File: src/lcac_pkg.sv
// Register map, field layout and fade timing constants for the LED channel config bank
package lcac_pkg;
	// Register offsets
	localparam logic [7:0] FADE_CTRL_OFS  = 8'h03;
	localparam logic [7:0] CURVE_ANIM_OFS = 8'h04;
	localparam logic [7:0] SEQ_MAP_OFS    = 8'h05;
	localparam logic [7:0] SEQ0_SLOT_OFS  = 8'h06;
	// Reset value of every register
	localparam logic [7:0] REG_RESET      = 8'h00;
	// Field positions
	localparam int FADE_CODE_LSB  = 4;
	localparam int FADE_EN_LSB    = 0;
	localparam int CURVE_EXP_LSB  = 4;
	localparam int ANIM_EN_LSB    = 0;
	localparam int SEL_WIDTH      = 2;
	// Fade duration timing, in milliseconds
	localparam int FADE_STEP_MS   = 50;
	localparam int FADE_MAX_MS    = 8000;
	localparam logic [3:0] FADE_CODE_OFF  = 4'h0;
	localparam logic [3:0] FADE_CODE_LAST_STEP = 4'ha;
	localparam logic [3:0] FADE_CODE_MAX  = 4'hf;
	// Clock rate and the derived cycles per millisecond
	localparam int CLK_MHZ        = 125;
	localparam int CYCLES_PER_MS_DEF = CLK_MHZ * 1000;
	// Widths of the derived duration outputs
	localparam int MS_W           = 14;
	localparam int CYC_W          = 30;
endpackage : lcac_pkg

File: src/lcac_top.sv
// Configuration register bank for a four output LED driver with fade and animation control
// Overview of operation
// - Bits 7-4 fade code; 1..10 are 50ms steps
// - Code 0xF is 8s; 2s, 4s upper codes
// - Fade control bits 3-0 enable per-output ramping
// - Curve bits 7-4 select exponential dimming per output
// - Curve bits 3-0 enable autonomous animation per output
// - Two-bit field per output picks its sequencer
// - Sequencer zero has four two-bit pattern slots
// - All four registers reset to zero, read/write
// - A slot runs only when its enable set
`timescale 1ns/1ps
module lcac_top #(
	parameter int CYCLES_PER_MS = lcac_pkg::CYCLES_PER_MS_DEF,
	parameter int FADE_MS_CODE_B = 1000,
	parameter int FADE_MS_CODE_C = 2000,
	parameter int FADE_MS_CODE_D = 4000,
	parameter int FADE_MS_CODE_E = 6000
) (
	// Clock and reset
	input  wire logic        clk,
	input  wire logic        resetn,
	// Register access from the serial host front end
	input  wire logic [7:0]  reg_addr,
	input  wire logic [7:0]  reg_wdata,
	input  wire logic        reg_wr,
	input  wire logic        reg_rd,
	output logic      [7:0]  reg_rdata,
	output logic             reg_rvalid,
	// Slot enables of sequencer zero, held elsewhere
	input  wire logic [3:0]  seq0_slot_active,
	// Per output settings, bit n or field n serves output n
	output logic      [3:0]  ch_ramp_enable,
	output logic      [3:0]  ch_curve_exponential,
	output logic      [3:0]  ch_animation_enable,
	output logic      [7:0]  ch_sequencer_select,
	// Shared fade duration
	output logic      [13:0] fade_duration_ms,
	output logic      [29:0] fade_duration_cycles,
	// Sequencer zero slot program
	output logic      [7:0]  seq0_slot_pattern,
	output logic      [3:0]  seq0_slot_run
);
	logic [7:0]  fade_control_reg;
	logic [7:0]  curve_and_animation_select_reg;
	logic [7:0]  output_sequencer_map_reg;
	logic [7:0]  sequencer0_slot_patterns_reg;
	logic [3:0]  fade_duration_code;
	logic [13:0] fade_ms_next;

	assign fade_duration_code = fade_control_reg[lcac_pkg::FADE_CODE_LSB +: 4];

	// Register writes; unmapped addresses are ignored
	always_ff @(posedge clk or negedge resetn) begin
		if (!resetn) begin
			fade_control_reg               <= lcac_pkg::REG_RESET;
			curve_and_animation_select_reg <= lcac_pkg::REG_RESET;
			output_sequencer_map_reg       <= lcac_pkg::REG_RESET;
			sequencer0_slot_patterns_reg   <= lcac_pkg::REG_RESET;
		end else if (reg_wr) begin
			unique case (reg_addr)
				lcac_pkg::FADE_CTRL_OFS:  fade_control_reg <= reg_wdata;
				lcac_pkg::CURVE_ANIM_OFS: curve_and_animation_select_reg <= reg_wdata;
				lcac_pkg::SEQ_MAP_OFS:    output_sequencer_map_reg <= reg_wdata;
				lcac_pkg::SEQ0_SLOT_OFS:  sequencer0_slot_patterns_reg <= reg_wdata;
				default: ;
			endcase
		end
	end

	// Read data registered one cycle after the strobe; unmapped reads return zero
	always_ff @(posedge clk or negedge resetn) begin
		if (!resetn) begin
			reg_rdata  <= 8'h00;
			reg_rvalid <= 1'b0;
		end else begin
			reg_rvalid <= reg_rd;
			if (reg_rd) begin
				unique case (reg_addr)
					lcac_pkg::FADE_CTRL_OFS:  reg_rdata <= fade_control_reg;
					lcac_pkg::CURVE_ANIM_OFS: reg_rdata <= curve_and_animation_select_reg;
					lcac_pkg::SEQ_MAP_OFS:    reg_rdata <= output_sequencer_map_reg;
					lcac_pkg::SEQ0_SLOT_OFS:  reg_rdata <= sequencer0_slot_patterns_reg;
					default:                  reg_rdata <= 8'h00;
				endcase
			end
		end
	end

	// Fade code to milliseconds; the middle upper codes are parameters since their values are uncertain
	always_comb begin
		if (fade_duration_code == lcac_pkg::FADE_CODE_OFF) begin
			fade_ms_next = 14'h0000;
		end else if (fade_duration_code <= lcac_pkg::FADE_CODE_LAST_STEP) begin
			fade_ms_next = 14'(fade_duration_code * lcac_pkg::FADE_STEP_MS);
		end else if (fade_duration_code == lcac_pkg::FADE_CODE_MAX) begin
			fade_ms_next = 14'(lcac_pkg::FADE_MAX_MS);
		end else begin
			unique case (fade_duration_code)
				4'hb:    fade_ms_next = 14'(FADE_MS_CODE_B);
				4'hc:    fade_ms_next = 14'(FADE_MS_CODE_C);
				4'hd:    fade_ms_next = 14'(FADE_MS_CODE_D);
				default: fade_ms_next = 14'(FADE_MS_CODE_E);
			endcase
		end
	end

	// Duration in ms and clock cycles, both from the same code so they never disagree
	always_ff @(posedge clk or negedge resetn) begin
		if (!resetn) begin
			fade_duration_ms     <= 14'h0000;
			fade_duration_cycles <= 30'h00000000;
		end else begin
			fade_duration_ms     <= fade_ms_next;
			fade_duration_cycles <= 30'(fade_ms_next * CYCLES_PER_MS);
		end
	end

	// Sequencer zero slot program; a disabled slot is flagged not to run
	always_ff @(posedge clk or negedge resetn) begin
		if (!resetn) begin
			seq0_slot_pattern <= 8'h00;
			seq0_slot_run     <= 4'h0;
		end else begin
			seq0_slot_pattern <= sequencer0_slot_patterns_reg;
			seq0_slot_run     <= seq0_slot_active;
		end
	end

	// One retiming stage per output
	for (genvar n = 0; n < 4; n++) begin : g_chan
		lcac_chan u_chan (
			.clk               (clk),
			.resetn            (resetn),
			.ramp_bit          (fade_control_reg[lcac_pkg::FADE_EN_LSB + n]),
			.exp_bit           (curve_and_animation_select_reg[lcac_pkg::CURVE_EXP_LSB + n]),
			.anim_bit          (curve_and_animation_select_reg[lcac_pkg::ANIM_EN_LSB + n]),
			.sel_bits          (output_sequencer_map_reg[n*lcac_pkg::SEL_WIDTH +: lcac_pkg::SEL_WIDTH]),
			.ramp_enable       (ch_ramp_enable[n]),
			.curve_exponential (ch_curve_exponential[n]),
			.animation_enable  (ch_animation_enable[n]),
			.sequencer_select  (ch_sequencer_select[n*lcac_pkg::SEL_WIDTH +: lcac_pkg::SEL_WIDTH])
		);
	end

	// Checks on the bank behaviour
	property p_fade_write;
		@(posedge clk) disable iff (!resetn)
		reg_wr && reg_addr == lcac_pkg::FADE_CTRL_OFS |=> fade_control_reg == $past(reg_wdata);
	endproperty
	a_fade_write: assert property (p_fade_write) else $error("fade control write lost");

	property p_step_ms;
		@(posedge clk) disable iff (!resetn)
		(fade_duration_code != lcac_pkg::FADE_CODE_OFF && fade_duration_code <= lcac_pkg::FADE_CODE_LAST_STEP
			&& $stable(fade_duration_code))
			|-> fade_duration_ms == 14'(fade_duration_code * lcac_pkg::FADE_STEP_MS);
	endproperty
	a_step_ms: assert property (p_step_ms) else $error("fade step duration wrong");

	property p_max_ms;
		@(posedge clk) disable iff (!resetn)
		fade_duration_code == lcac_pkg::FADE_CODE_MAX |=> fade_duration_ms == 14'(lcac_pkg::FADE_MAX_MS);
	endproperty
	a_max_ms: assert property (p_max_ms) else $error("code f is not 8 s");

	property p_ramp;
		@(posedge clk) disable iff (!resetn)
		reg_wr && reg_addr == lcac_pkg::FADE_CTRL_OFS |=> ##1 ch_ramp_enable == $past(reg_wdata[3:0], 2);
	endproperty
	a_ramp: assert property (p_ramp) else $error("ramp enable not applied");

	property p_curve_anim;
		@(posedge clk) disable iff (!resetn)
		reg_wr && reg_addr == lcac_pkg::CURVE_ANIM_OFS |=> ##1
			{ch_curve_exponential, ch_animation_enable} == $past(reg_wdata, 2);
	endproperty
	a_curve_anim: assert property (p_curve_anim) else $error("curve or animation bits wrong");

	property p_anim_off;
		@(posedge clk) disable iff (!resetn)
		!curve_and_animation_select_reg[0] |=> !ch_animation_enable[0];
	endproperty
	a_anim_off: assert property (p_anim_off) else $error("animation on while disabled");

	property p_map;
		@(posedge clk) disable iff (!resetn)
		ch_sequencer_select == $past(output_sequencer_map_reg);
	endproperty
	a_map: assert property (p_map) else $error("sequencer map mismatch");

	property p_slots;
		@(posedge clk) disable iff (!resetn)
		reg_wr && reg_addr == lcac_pkg::SEQ0_SLOT_OFS |=> ##1 seq0_slot_pattern == $past(reg_wdata, 2);
	endproperty
	a_slots: assert property (p_slots) else $error("slot pattern not applied");

	property p_readback;
		@(posedge clk) disable iff (!resetn)
		reg_rd && reg_addr == lcac_pkg::SEQ_MAP_OFS && !reg_wr |=> reg_rvalid && reg_rdata == output_sequencer_map_reg;
	endproperty
	a_readback: assert property (p_readback) else $error("readback mismatch");

	property p_slot_run;
		@(posedge clk) disable iff (!resetn)
		!seq0_slot_active[0] |=> !seq0_slot_run[0];
	endproperty
	a_slot_run: assert property (p_slot_run) else $error("disabled slot marked to run");

	// A valid pulse without a strobe would make the host take stale data
	property p_rvalid_pulse;
		@(posedge clk) disable iff (!resetn)
		!reg_rd |=> !reg_rvalid;
	endproperty
	a_rvalid_pulse: assert property (p_rvalid_pulse) else $error("read valid without a read");

	property p_unmapped_write;
		@(posedge clk) disable iff (!resetn)
		reg_wr && !(reg_addr inside {[lcac_pkg::FADE_CTRL_OFS:lcac_pkg::SEQ0_SLOT_OFS]}) |=>
			$stable(fade_control_reg) && $stable(curve_and_animation_select_reg)
			&& $stable(output_sequencer_map_reg) && $stable(sequencer0_slot_patterns_reg);
	endproperty
	a_unmapped_write: assert property (p_unmapped_write) else $error("unmapped write changed a register");

	property p_unmapped_read;
		@(posedge clk) disable iff (!resetn)
		reg_rd && !(reg_addr inside {[lcac_pkg::FADE_CTRL_OFS:lcac_pkg::SEQ0_SLOT_OFS]}) |=> reg_rdata == 8'h00;
	endproperty
	a_unmapped_read: assert property (p_unmapped_read) else $error("unmapped read not zero");

	// Upper codes hold the long durations, whatever values they finally get
	property p_upper_ms;
		@(posedge clk) disable iff (!resetn)
		(fade_duration_code > lcac_pkg::FADE_CODE_LAST_STEP && $stable(fade_duration_code))
			|-> fade_duration_ms > 14'(lcac_pkg::FADE_CODE_LAST_STEP * lcac_pkg::FADE_STEP_MS);
	endproperty
	a_upper_ms: assert property (p_upper_ms) else $error("upper fade code below step range");

	c_long_fade: cover property (@(posedge clk) disable iff (!resetn) fade_duration_code == 4'hf ##1 fade_duration_ms == 14'd8000);
	c_all_anim: cover property (@(posedge clk) disable iff (!resetn) ch_animation_enable == 4'hf);
	c_read: cover property (@(posedge clk) disable iff (!resetn) reg_rd ##1 reg_rvalid && reg_rdata != 8'h00);
	c_slot_run: cover property (@(posedge clk) disable iff (!resetn) seq0_slot_run == 4'hf);
endmodule : lcac_top

File: src/lcac_chan.sv
// Per output channel configuration stage: registers the decoded settings of one output
`timescale 1ns/1ps
module lcac_chan (
	// Clock and reset
	input  wire logic       clk,
	input  wire logic       resetn,
	// Raw register bits for this output
	input  wire logic       ramp_bit,
	input  wire logic       exp_bit,
	input  wire logic       anim_bit,
	input  wire logic [1:0] sel_bits,
	// Registered settings for the channel datapath
	output logic            ramp_enable,
	output logic            curve_exponential,
	output logic            animation_enable,
	output logic [1:0]      sequencer_select
);
	// Settings are retimed so every consumer sees them change on the same edge
	always_ff @(posedge clk or negedge resetn) begin
		if (!resetn) begin
			ramp_enable       <= 1'b0;
			curve_exponential <= 1'b0;
			animation_enable  <= 1'b0;
			sequencer_select  <= 2'h0;
		end else begin
			ramp_enable       <= ramp_bit;
			curve_exponential <= exp_bit;
			animation_enable  <= anim_bit;
			sequencer_select  <= sel_bits;
		end
	end
endmodule : lcac_chan

File: config.mk
export PLATFORM = sky130hd
export DESIGN_NAME = lcac_top
export DESIGN_NICKNAME = d
export VERILOG_FILES = /design/src/lcac_pkg.sv /design/src/lcac_top.sv /design/src/lcac_chan.sv
export SDC_FILE = /design/constraint.sdc
export NUM_CORES = 1
export LEC_CHECK = 0
export BUFFER_PORTS_ARGS = -buffer_cell sky130_fd_sc_hd__buf_2
export CAP_MARGIN = 20
export CORE_AREA = 2 2 156 158
export CTS_CLUSTER_SIZE = 28
export DETAILED_ROUTE_END_ITERATION = 7
export DIE_AREA = 0 0 158 160
export GPL_TIMING_DRIVEN = 0
export PLACE_DENSITY = 0.48
export SYNTH_ARGS = -nofsm -noshare
export SYNTH_HDL_FRONTEND = slang
export SYNTH_SLANG_ARGS = --single-unit
File: constraint.sdc
create_clock -name clk -period 5.25 [get_ports clk]
set_input_delay 0.2625 -clock clk [delete_from_list [all_inputs] [get_ports clk]]
set_output_delay 0.2625 -clock clk [all_outputs]
set_load 0.01 [all_outputs]
# --- Word level (Yosys, flattened, before mapping) ---
# Index checks and enable logic that the tools add are counted.
# Widths: inputs -> output; s select.
op_classes:
  mul: 2
  order_cmp: 1
  eq_ne: 8
  n_mux: 5
  n_reduce_logical: 5
ops:
  columns: ["op", "n"]
  rows:
  - ["$mux 13", 3]
  - ["$pmux 13 s3", 1]
  - ["$pmux 8 s4", 1]
  - ["$mul 14x14->27 const B", 1]
  - ["$eq 8x3->1 const B", 3]
  - ["$eq 4x4->1 const B", 4]
  - ["$mul 4x5->9 const B", 1]
  - ["$eq 8x2->1 const B", 1]
  - ["$reduce_and 2->1", 4]
  - ["$le 4x4->1 const B", 1]
  - ["$logic_not 4->1", 1]
word_totals:
  register_bits: 114
  inputBits: 24
  wordCells: 47

# --- Logic depth before layout (Yosys ltp) ---
# Gate-level depths: netlist (run 1).
logic_depth:
  depth_word: 6
  depth_mapped: 24
  ltp_nobuf: 23

# --- By module ---
# A second synthesis (run 1) with hierarchy kept.
hier_totals:
  cells_unflattened: 609
  area_unflattened_um2: 7090.6
by_module_without_submodules:
  columns: ["mod", "n_inst", "cells_per_inst", "area_each_um2", "seq_area_each_um2"]
  rows:
  - ["lcac_top", 1, 589, 6590.1, 2202.1]
  - ["lcac_chan", 4, 5, 125.1, 125.1]

# --- Worst setup path after synthesis (run 1) ---
# Ideal clock, no wire load.
synth_timing:
  kind: "flip-flop to flip-flop"
  startpoint: "register fade_control_reg[4]"
  endpoint: "register fade_duration_cycles[27]"
  t_arrival_ns: 5.699
  t_required_ns: 5.171
  setup_slack_ns: -0.529
  path_stages_with_launch: 25
  n_path_buf: 1
  period_less_slack_ns: 5.779
  cell_sequence: "dfrtp_1 inv_1 ha_1 ha_1 fa_1 a31oi_1 xnor2_1 nor2_1 nor2_1 inv_1 fa_1 inv_1 ha_1 inv_1 fa_1 inv_1 fa_1 ha_1 ha_1 clkbuf_1 nand2_1 nor2_1 nand3_1 o31ai_1 xor2_1"
synth_via:
  word_cells_on_any_way: 12
synth_lines:
  columns: ["item", "line_no", "source"]
  rows:
  - ["from (decl)", "lcac_top.sv:44", "logic [7:0] fade_control_reg;"]
  - ["from (signal assigned)", "lcac_top.sv:56", "fade_control_reg <= lcac_pkg::REG_RESET;"]
  - ["from (signal assigned)", "lcac_top.sv:62", "lcac_pkg::FADE_CTRL_OFS: fade_control_reg <= reg_wdata;"]
  - ["parallel branches: the longest is 3 deep, another holds $mul 4x5->9", null, null]
  - ["$mux 13 *", "lcac_top.sv:92", "if (fade_duration_code == lcac_pkg::FADE_CODE_OFF) begin"]
  - ["named net fade_ms_next[9]", "lcac_top.sv:49", "logic [13:0] fade_ms_next;"]
  - ["$mul 14x14->27 *", "lcac_top.sv:115", "fade_duration_cycles <= 30'(fade_ms_next * CYCLES_PER_MS);"]
  - ["to (signal assigned)", "lcac_top.sv:115", null]
  - ["to (decl)", "lcac_top.sv:39", "output logic [29:0] fade_duration_cycles,"]
# Mark *: on every way through the listed nets, which the timed path passes.
# A chain may end at the register's enable or synchronous reset.

# --- Worst setup path after layout (run 1) ---
layout_timing:
  startpoint: "register fade_control_reg[5]"
  endpoint: "register fade_duration_cycles[28]"
layout_via:
  elab_chain_cells: 6
  word_cells_on_any_way: 12
layout_rtl:
  columns: ["item", "line_no"]
  rows:
  - ["parallel branches: the longest is 4 deep, another holds $mul 4x5->9", null]
  - ["$mux 13 *", "lcac_top.sv:92"]
  - ["named net fade_ms_next[6]", "lcac_top.sv:49"]
  - ["$mul 14x14->27 *", "lcac_top.sv:115"]
# Marks and branches as above.

==> results.json, run 1 <==
{
  "met2_usage": 0.2140,
  "dr_total_vias": 4952,
  "critPathKind": "reg -> reg",
  "fillers": 2378,
  "max-vdd-ir-drop_v": 0.0001737,
  "grtUsageMet1": 0.1823,
  "worstSkewPairLatency_ps": 350,
  "die_w_um": 158,
  "gp_congestion": 0.7714,
  "synth_simple_gate_area_frac": 0.07953,
  "crit_chain": "inv_2, ha_4, ha_4, fa_2, o211a_4, xnor2_4, ha_4, or2_4, fa_1, ha_4, fa_1, inv_1, fa_1, inv_2, ha_4, buf_8, nand4_1, a2111oi_4, o41ai_2, nand2_1, xnor2_1",
  "p_leak_nw": 5.075,
  "grt-busiest-layer": "met2",
  "fin_crit_ps": 5454,
  "io-pin-count": 109,
  "min_to": "seq0_slot_run[3]$_DFF_PN0_",
  "post_drt_wl_per_cell_um": 14.52,
  "place_inst": 1057,
  "drt-initial-drc-count": 160,
  "stdcell_area_um2": 9587,
  "cts_max_path_buffers": 2,
  "regToRegSetupSlack_ps": -200,
  "end_kind": "flop",
  "numCtsBuffers": 9,
  "hp-class": "in -> reg",
  "rows": 57,
  "antenna_left": 0,
  "ys_seq_area_frac": 0.3852,
  "dpl.hpwl_mm": 11.93,
  "synth_xor_area_frac": 0.03121,
  "worst-slew-pin-transition_ps": 626.0,
  "cp_top_family": "adder cells",
  "synth.area.mux_share": 0.05706,
  "slowest_delay_ps": 590,
  "hold_depth": 1,
  "crit_arrival_ps": 5730,
  "crit_buf_inv": 4,
  "antenna_found_initial": 0,
  "p_per_area_nw_per_um2": 193.0,
  "finalSetupTns_ps": -751.9,
  "cts_tree": "built",
  "ys_ff_latch": 108,
  "synth.avg_cell_area_um2": 11.23,
  "placed_cell_area_um2": 8179,
  "seqCellArea_um2": 2708,
  "slowest_stage": "fa_1",
  "reg2reg_depth": 21,
  "drt_wl_total_mm": 16.43,
  "synth_top_family_by_area": "adder cells",
  "area_growth_pct": 36.63,
  "multi_input_area_um2": 4566,
  "ys_types": 53,
  "crit_path_frequent_cell": "ha_4",
  "fin_crit_sh": 1.039,
  "root_buffer": "clkbuf_16",
  "die_h_um": 160,
  "max_slew_margin": 0.5809,
  "pre_cts_slack_ps": -937.4,
  "drcViolationCount": 0,
  "port_buffers": 102,
  "final_common_cell": "dfrtp_1",
  "nets": 964,
  "finalCoreUtilization": 0.4025,
  "synth_cells": 625,
  "clk_pin_slew_ps": 70,
  "layout-drive-gt1-share": 0.4337,
  "synth_flop_cell": "dfrtp_1",
  "dieArea_um2": 25280,
  "use_met3": 0.02931,
  "vias_per_cell": 4.378,
  "synth-async-reset-ratio": 1.000,
  "grt_overflow": 0,
  "largestRegisters": "fade_duration_cycles: 26 flops, fade_duration_ms: 9 flops",
  "clock.fmax_ghz": 0.1834,
  "r2r-end": "fade_duration_cycles[28]$_DFF_PN0_",
  "regMostFlops": "fade_duration_cycles",
  "cts-htree-levels": 3,
  "min_from": "seq0_slot_active[3]",
  "rsz0062_at_grt": "true",
  "largest_reg_flops": 26,
  "whs_ps": 10.92,
  "clock-sinks": 108,
  "critPathMaxFanout": 5,
  "mostFrequentLayoutCells": "dfrtp_1, buf_2, inv_1, buf_4, ha_1",
  "synthAdderAreaFrac": 0.2807,
  "status": "finished, violations left",
  "grt_pass1_wl_mm": 26.45,
  "reg2reg_from": "fade_control_reg[5]$_DFFE_PN0P_",
  "maxSlewViolCount": 0,
  "synth-edff-count": 0,
  "layout_setup_ws_ps": -203.8,
  "drv_cap": 0,
  "total_power_mw": 1.850,
  "ys.warnings.count": 0,
  "violations": "setup timing",
  "start_kind": "flop",
  "synth_compound_area_frac": 0.08827,
  "antenna_cells": 0,
  "initial_core_util": 0.2946,
  "grt_pass1_vias": 4996,
  "dr.pass1.iters": 4,
  "finalSetupViolations": 6,
  "fin_cells": 1131,
  "grt_max_degree": 69,
  "fin_skew_ps": 5.375,
  "grt_usage": 0.1320,
  "syn_area_um2": 7017,
  "critical_path_required_ps": 5520,
  "core_um2": 23820,
  "finalHoldViolCount": 0
}
-- power by group --
part	total (mW)	internal (mW)	switching, mW
combinational	0.304	0.142	0.162
clock	0.663	0.325	0.338
sequential	0.883	0.866	0.0170
-- layout make-up --
class                   count  share of cell area
plain buffers              28             0.02375
clock buffers               9             0.02349
clock inverters             6            0.004829
inverters                  92             0.03641
multi-input cells         398              0.4762
flip-flops and latches    108              0.2824
well taps                 324             0.04229
repair buffers            166              0.1105
-- worst max-delay path by stage --
stage | startpoint | slack [ps] | end | cells after the start
2_1_floorplan | fade_control_reg[5]$_DFFE_PN0P_ | -70 | fade_duration_cycles[27]$_DFF_PN0_ | 24
3_3_place_gp | fade_control_reg[6]$_DFFE_PN0P_ | -1040 | fade_duration_cycles[22]$_DFF_PN0_ | 21
3_5_place_dp | fade_control_reg[6]$_DFFE_PN0P_ | -940 | fade_duration_cycles[22]$_DFF_PN0_ | 21
4_1_cts | fade_control_reg[5]$_DFFE_PN0P_ | -190 | fade_duration_cycles[22]$_DFF_PN0_ | 20
5_1_grt | fade_control_reg[5]$_DFFE_PN0P_ | -430 | fade_duration_cycles[28]$_DFF_PN0_ | 21
6_report | fade_control_reg[5]$_DFFE_PN0P_ | -200 | fade_duration_cycles[28]$_DFF_PN0_ | 21
-- kinds of logic after synthesis --
group / count (synthesis)
AND/OR/NAND/NOR: 102
adder cells (fa/ha/maj): 137
XOR/XNOR: 25
other: 1
buffers and inverters: 124
multiplexers: 36
flip-flops: 108
AO/OA/AOI/OAI: 92
-- Yosys cell counts, types with 3 or more instances --
master	instances	share of area
xor2_1	8	0.010
mux2i_1	4	0.0057
inv_1	92	0.049
nor2_1	28	0.015
a21o_1	6	0.0064
nand2_1	23	0.012
o22ai_1	9	0.0080
buf_4	21	0.022
nor3_1	5	0.0036
nand4_1	4	0.0036
a22oi_1	8	0.0086
mux2_2	32	0.051
dfrtp_1	108	0.39
o211ai_1	7	0.0075
nand2b_1	5	0.0045
or2_2	3	0.0027
and2_1	3	0.0027
xnor2_1	17	0.021
fa_1	34	0.097
nand3_1	7	0.0050
o21ai_0	12	0.0086
a221oi_1	8	0.010
ha_1	103	0.18
clkbuf_1	10	0.0054
a21oi_1	26	0.019
nor2b_1	6	0.0054
-- per-layer routing --
| metal | vias to the layer above | routed length [um] | share of wire |
|---|---|---|---|
| li1 | 2459 | - | - |
| met2 | 90 | 7930 | 0.48 |
| met1 | 2394 | 7667 | 0.47 |
| met4 | 0 | 147 | 0.0089 |
| met5 | - | 0 | 0 |
| met3 | 9 | 680 | 0.041 |
-- repair_timing --
item                       CTS  global route
buffers inserted            31            28
hold endpoints to repair    40             3
setup endpoints to repair   13            12
pin swaps                   34            38
resized for setup           60            59
hold buffers                 1             3
Power figures use the tool's default switching activity.
==> inputs of run 2 (changes only) <==
==> config.mk (replaced) <==
export PLATFORM = sky130hd
export DESIGN_NAME = lcac_top
export DESIGN_NICKNAME = d
export VERILOG_FILES = /design/src/lcac_pkg.sv /design/src/lcac_top.sv /design/src/lcac_chan.sv
export SDC_FILE = /design/constraint.sdc
export NUM_CORES = 1
export LEC_CHECK = 0
export CAP_MARGIN = 20
export CORE_AREA = 2 2 143 173
export CTS_CLUSTER_SIZE = 28
export DETAILED_ROUTE_END_ITERATION = 7
export DIE_AREA = 0 0 145 175
export DONT_BUFFER_PORTS = 1
export GPL_TIMING_DRIVEN = 0
export PLACE_DENSITY = 0.44
export SYNTH_ARGS = -nofsm -noshare
export SYNTH_HDL_FRONTEND = slang
export SYNTH_SLANG_ARGS = --single-unit
==> run 2 against run 1 <==
  * The run still ends with setup timing left
  * Combinational power shrank 20%
  * Critical path type unchanged
  * Non-clock buffer count shrank 107
  * Total power shrank 2.2%
  * Sequential share of layout area grew 2.0 points
  * Cell area shrank 6.7%
  * Sequential cell count is the same
==> results.json, run 2 (same netlist as run 1, synthesis figures left out) <==
{
  "numCtsBuffers": 9,
  "die_h_um": 175,
  "fin_skew_ps": 7.983,
  "use_met3": 0.02376,
  "initial_core_util": 0.2966,
  "drv_cap": 0,
  "area_growth_pct": 27.43,
  "dr_total_vias": 4607,
  "slowest_stage": "fa_1",
  "largest_reg_flops": 26,
  "max-vdd-ir-drop_v": 0.0001211,
  "cts-htree-levels": 3,
  "antenna_left": 0,
  "grt_pass1_wl_mm": 26.61,
  "grt-busiest-layer": "met2",
  "gp_congestion": 0.8549,
  "antenna_found_initial": 0,
  "hp-class": "in -> reg",
  "dieArea_um2": 25380,
  "critical_path_required_ps": 5480,
  "port_buffers": 0,
  "root_buffer": "clkbuf_16",
  "finalSetupViolations": 7,
  "finalCoreUtilization": 0.3779,
  "vias_per_cell": 4.517,
  "r2r-end": "fade_duration_cycles[27]$_DFF_PN0_",
  "cts_max_path_buffers": 2,
  "slowest_delay_ps": 500,
  "p_per_area_nw_per_um2": 202.3,
  "clock.fmax_ghz": 0.1837,
  "hold_depth": 1,
  "clk_pin_slew_ps": 80,
  "min_to": "curve_and_animation_select_reg[2]$_DFFE_PN0P_",
  "reg2reg_depth": 24,
  "grt_pass1_vias": 5027,
  "drt_wl_total_mm": 16.17,
  "grt_usage": 0.1319,
  "stdcell_area_um2": 8941,
  "layout_setup_ws_ps": -192.8,
  "fin_crit_ps": 5443,
  "fin_crit_sh": 1.037,
  "finalSetupTns_ps": -875.6,
  "critPathKind": "reg -> reg",
  "antenna_cells": 0,
  "pre_cts_slack_ps": -1076,
  "dr.pass1.iters": 4,
  "crit_arrival_ps": 5680,
  "start_kind": "flop",
  "clock-sinks": 108,
  "layout-drive-gt1-share": 0.3286,
  "rsz0062_at_grt": "true",
  "die_w_um": 145,
  "final_common_cell": "dfrtp_1",
  "p_leak_nw": 4.524,
  "violations": "setup timing",
  "end_kind": "flop",
  "max_slew_margin": 0.5826,
  "met2_usage": 0.2383,
  "fin_cells": 1020,
  "worst-slew-pin-transition_ps": 623.5,
  "grt_overflow": 0,
  "maxSlewViolCount": 0,
  "critPathMaxFanout": 6,
  "mostFrequentLayoutCells": "dfrtp_1, inv_1, ha_1, buf_4, fa_1",
  "grt_max_degree": 109,
  "place_inst": 950,
  "finalHoldViolCount": 0,
  "drt-initial-drc-count": 54,
  "grtUsageMet1": 0.1552,
  "min_from": "reg_wdata[2]",
  "placed_cell_area_um2": 7634,
  "drcViolationCount": 0,
  "rows": 62,
  "regToRegSetupSlack_ps": -190,
  "crit_chain": "inv_2, ha_4, ha_4, fa_2, a31oi_2, xnor2_1, nor2_1, nor2_4, inv_2, fa_1, inv_2, ha_4, inv_2, fa_1, inv_1, fa_1, ha_4, ha_4, buf_8, a21oi_4, o211ai_1, a41oi_2, o31ai_4, xor2_1",
  "worstSkewPairLatency_ps": 350,
  "core_um2": 23660,
  "post_drt_wl_per_cell_um": 15.85,
  "regMostFlops": "fade_duration_cycles",
  "dpl.hpwl_mm": 11.76,
  "total_power_mw": 1.809,
  "reg2reg_from": "fade_control_reg[4]$_DFFE_PN0P_",
  "io-pin-count": 109,
  "whs_ps": 54.20,
  "cts_tree": "built",
  "nets": 857,
  "status": "finished, violations left",
  "crit_path_frequent_cell": "ha_4",
  "largestRegisters": "fade_duration_cycles: 26 flops, fade_duration_ms: 9 flops"
}
run 2: cell count changes in the layout (fill, tap and decap cells not counted), sizes merged:
cell and delta:
inv -2, dlygate4sd3 +2, clkbuf +1, clkinv +2
buf -109, clkinvlp -1
run 2: worst max-delay path by stage:
stage | startpoint | endpoint | slack, ps | cells after the start
2_1_floorplan | fade_control_reg[5]$_DFFE_PN0P_ | fade_duration_cycles[27]$_DFF_PN0_ | -70 | 24
3_3_place_gp | fade_control_reg[6]$_DFFE_PN0P_ | fade_duration_cycles[22]$_DFF_PN0_ | -1090 | 21
3_5_place_dp | fade_control_reg[6]$_DFFE_PN0P_ | fade_duration_cycles[22]$_DFF_PN0_ | -1080 | 21
4_1_cts | fade_control_reg[5]$_DFFE_PN0P_ | fade_duration_cycles[27]$_DFF_PN0_ | -200 | 24
5_1_grt | fade_control_reg[5]$_DFFE_PN0P_ | fade_duration_cycles[27]$_DFF_PN0_ | -380 | 24
6_report | fade_control_reg[4]$_DFFE_PN0P_ | fade_duration_cycles[27]$_DFF_PN0_ | -190 | 24
run 2: cell type report:
| type | count | area, um2 |
|---|---|---|
| buffer | 28 | 227.7 |
| clock buffer | 10 | 239.0 |
| clock inverter | 5 | 46.29 |
| fill | 2302 | 14720 |
| inverter | 92 | 349.1 |
| multi-input combinational | 398 | 4462 |
| sequential | 108 | 2708 |
| tap | 320 | 400.4 |
| timing repair buffer | 59 | 509.2 |
run 2: power by group:
| group | internal [mW] | switching [mW] |
|---|---|---|
| logic | 0.109 | 0.132 |
| registers | 0.867 | 0.0300 |
| clock network | 0.340 | 0.331 |
| total | 1.32 | 0.493 |
run 2: critical path, delay by kind of cell (launching register included):
kind | cells | cell delay, ps
and+or+nand+nor | 2 | 300
buffers and inverters | 6 | 460
xor gates and xnor gates | 2 | 320
adders and majority gates | 9 | 2940
AOI/OAI and AO/OA | 5 | 860
DFF | 1 | 450
run 2: what timing repair did:
action | CTS | global route
pin swaps | 22 | 39
buffers inserted | 43 | 10
hold buffers | 7 | 0
resized for setup | 53 | 52
endpoints found under the hold margin | 113 | 0
gates cloned | 0 | 0
setup endpoints to repair | 14 | 12
run 2: per-layer routing:
layer  part of all wire  vias to the layer above
met2               0.53                       98
met5                  0                        -
met4              0.023                        0
met1               0.41                     2250
met3              0.034                       28
li1                   -                     2231
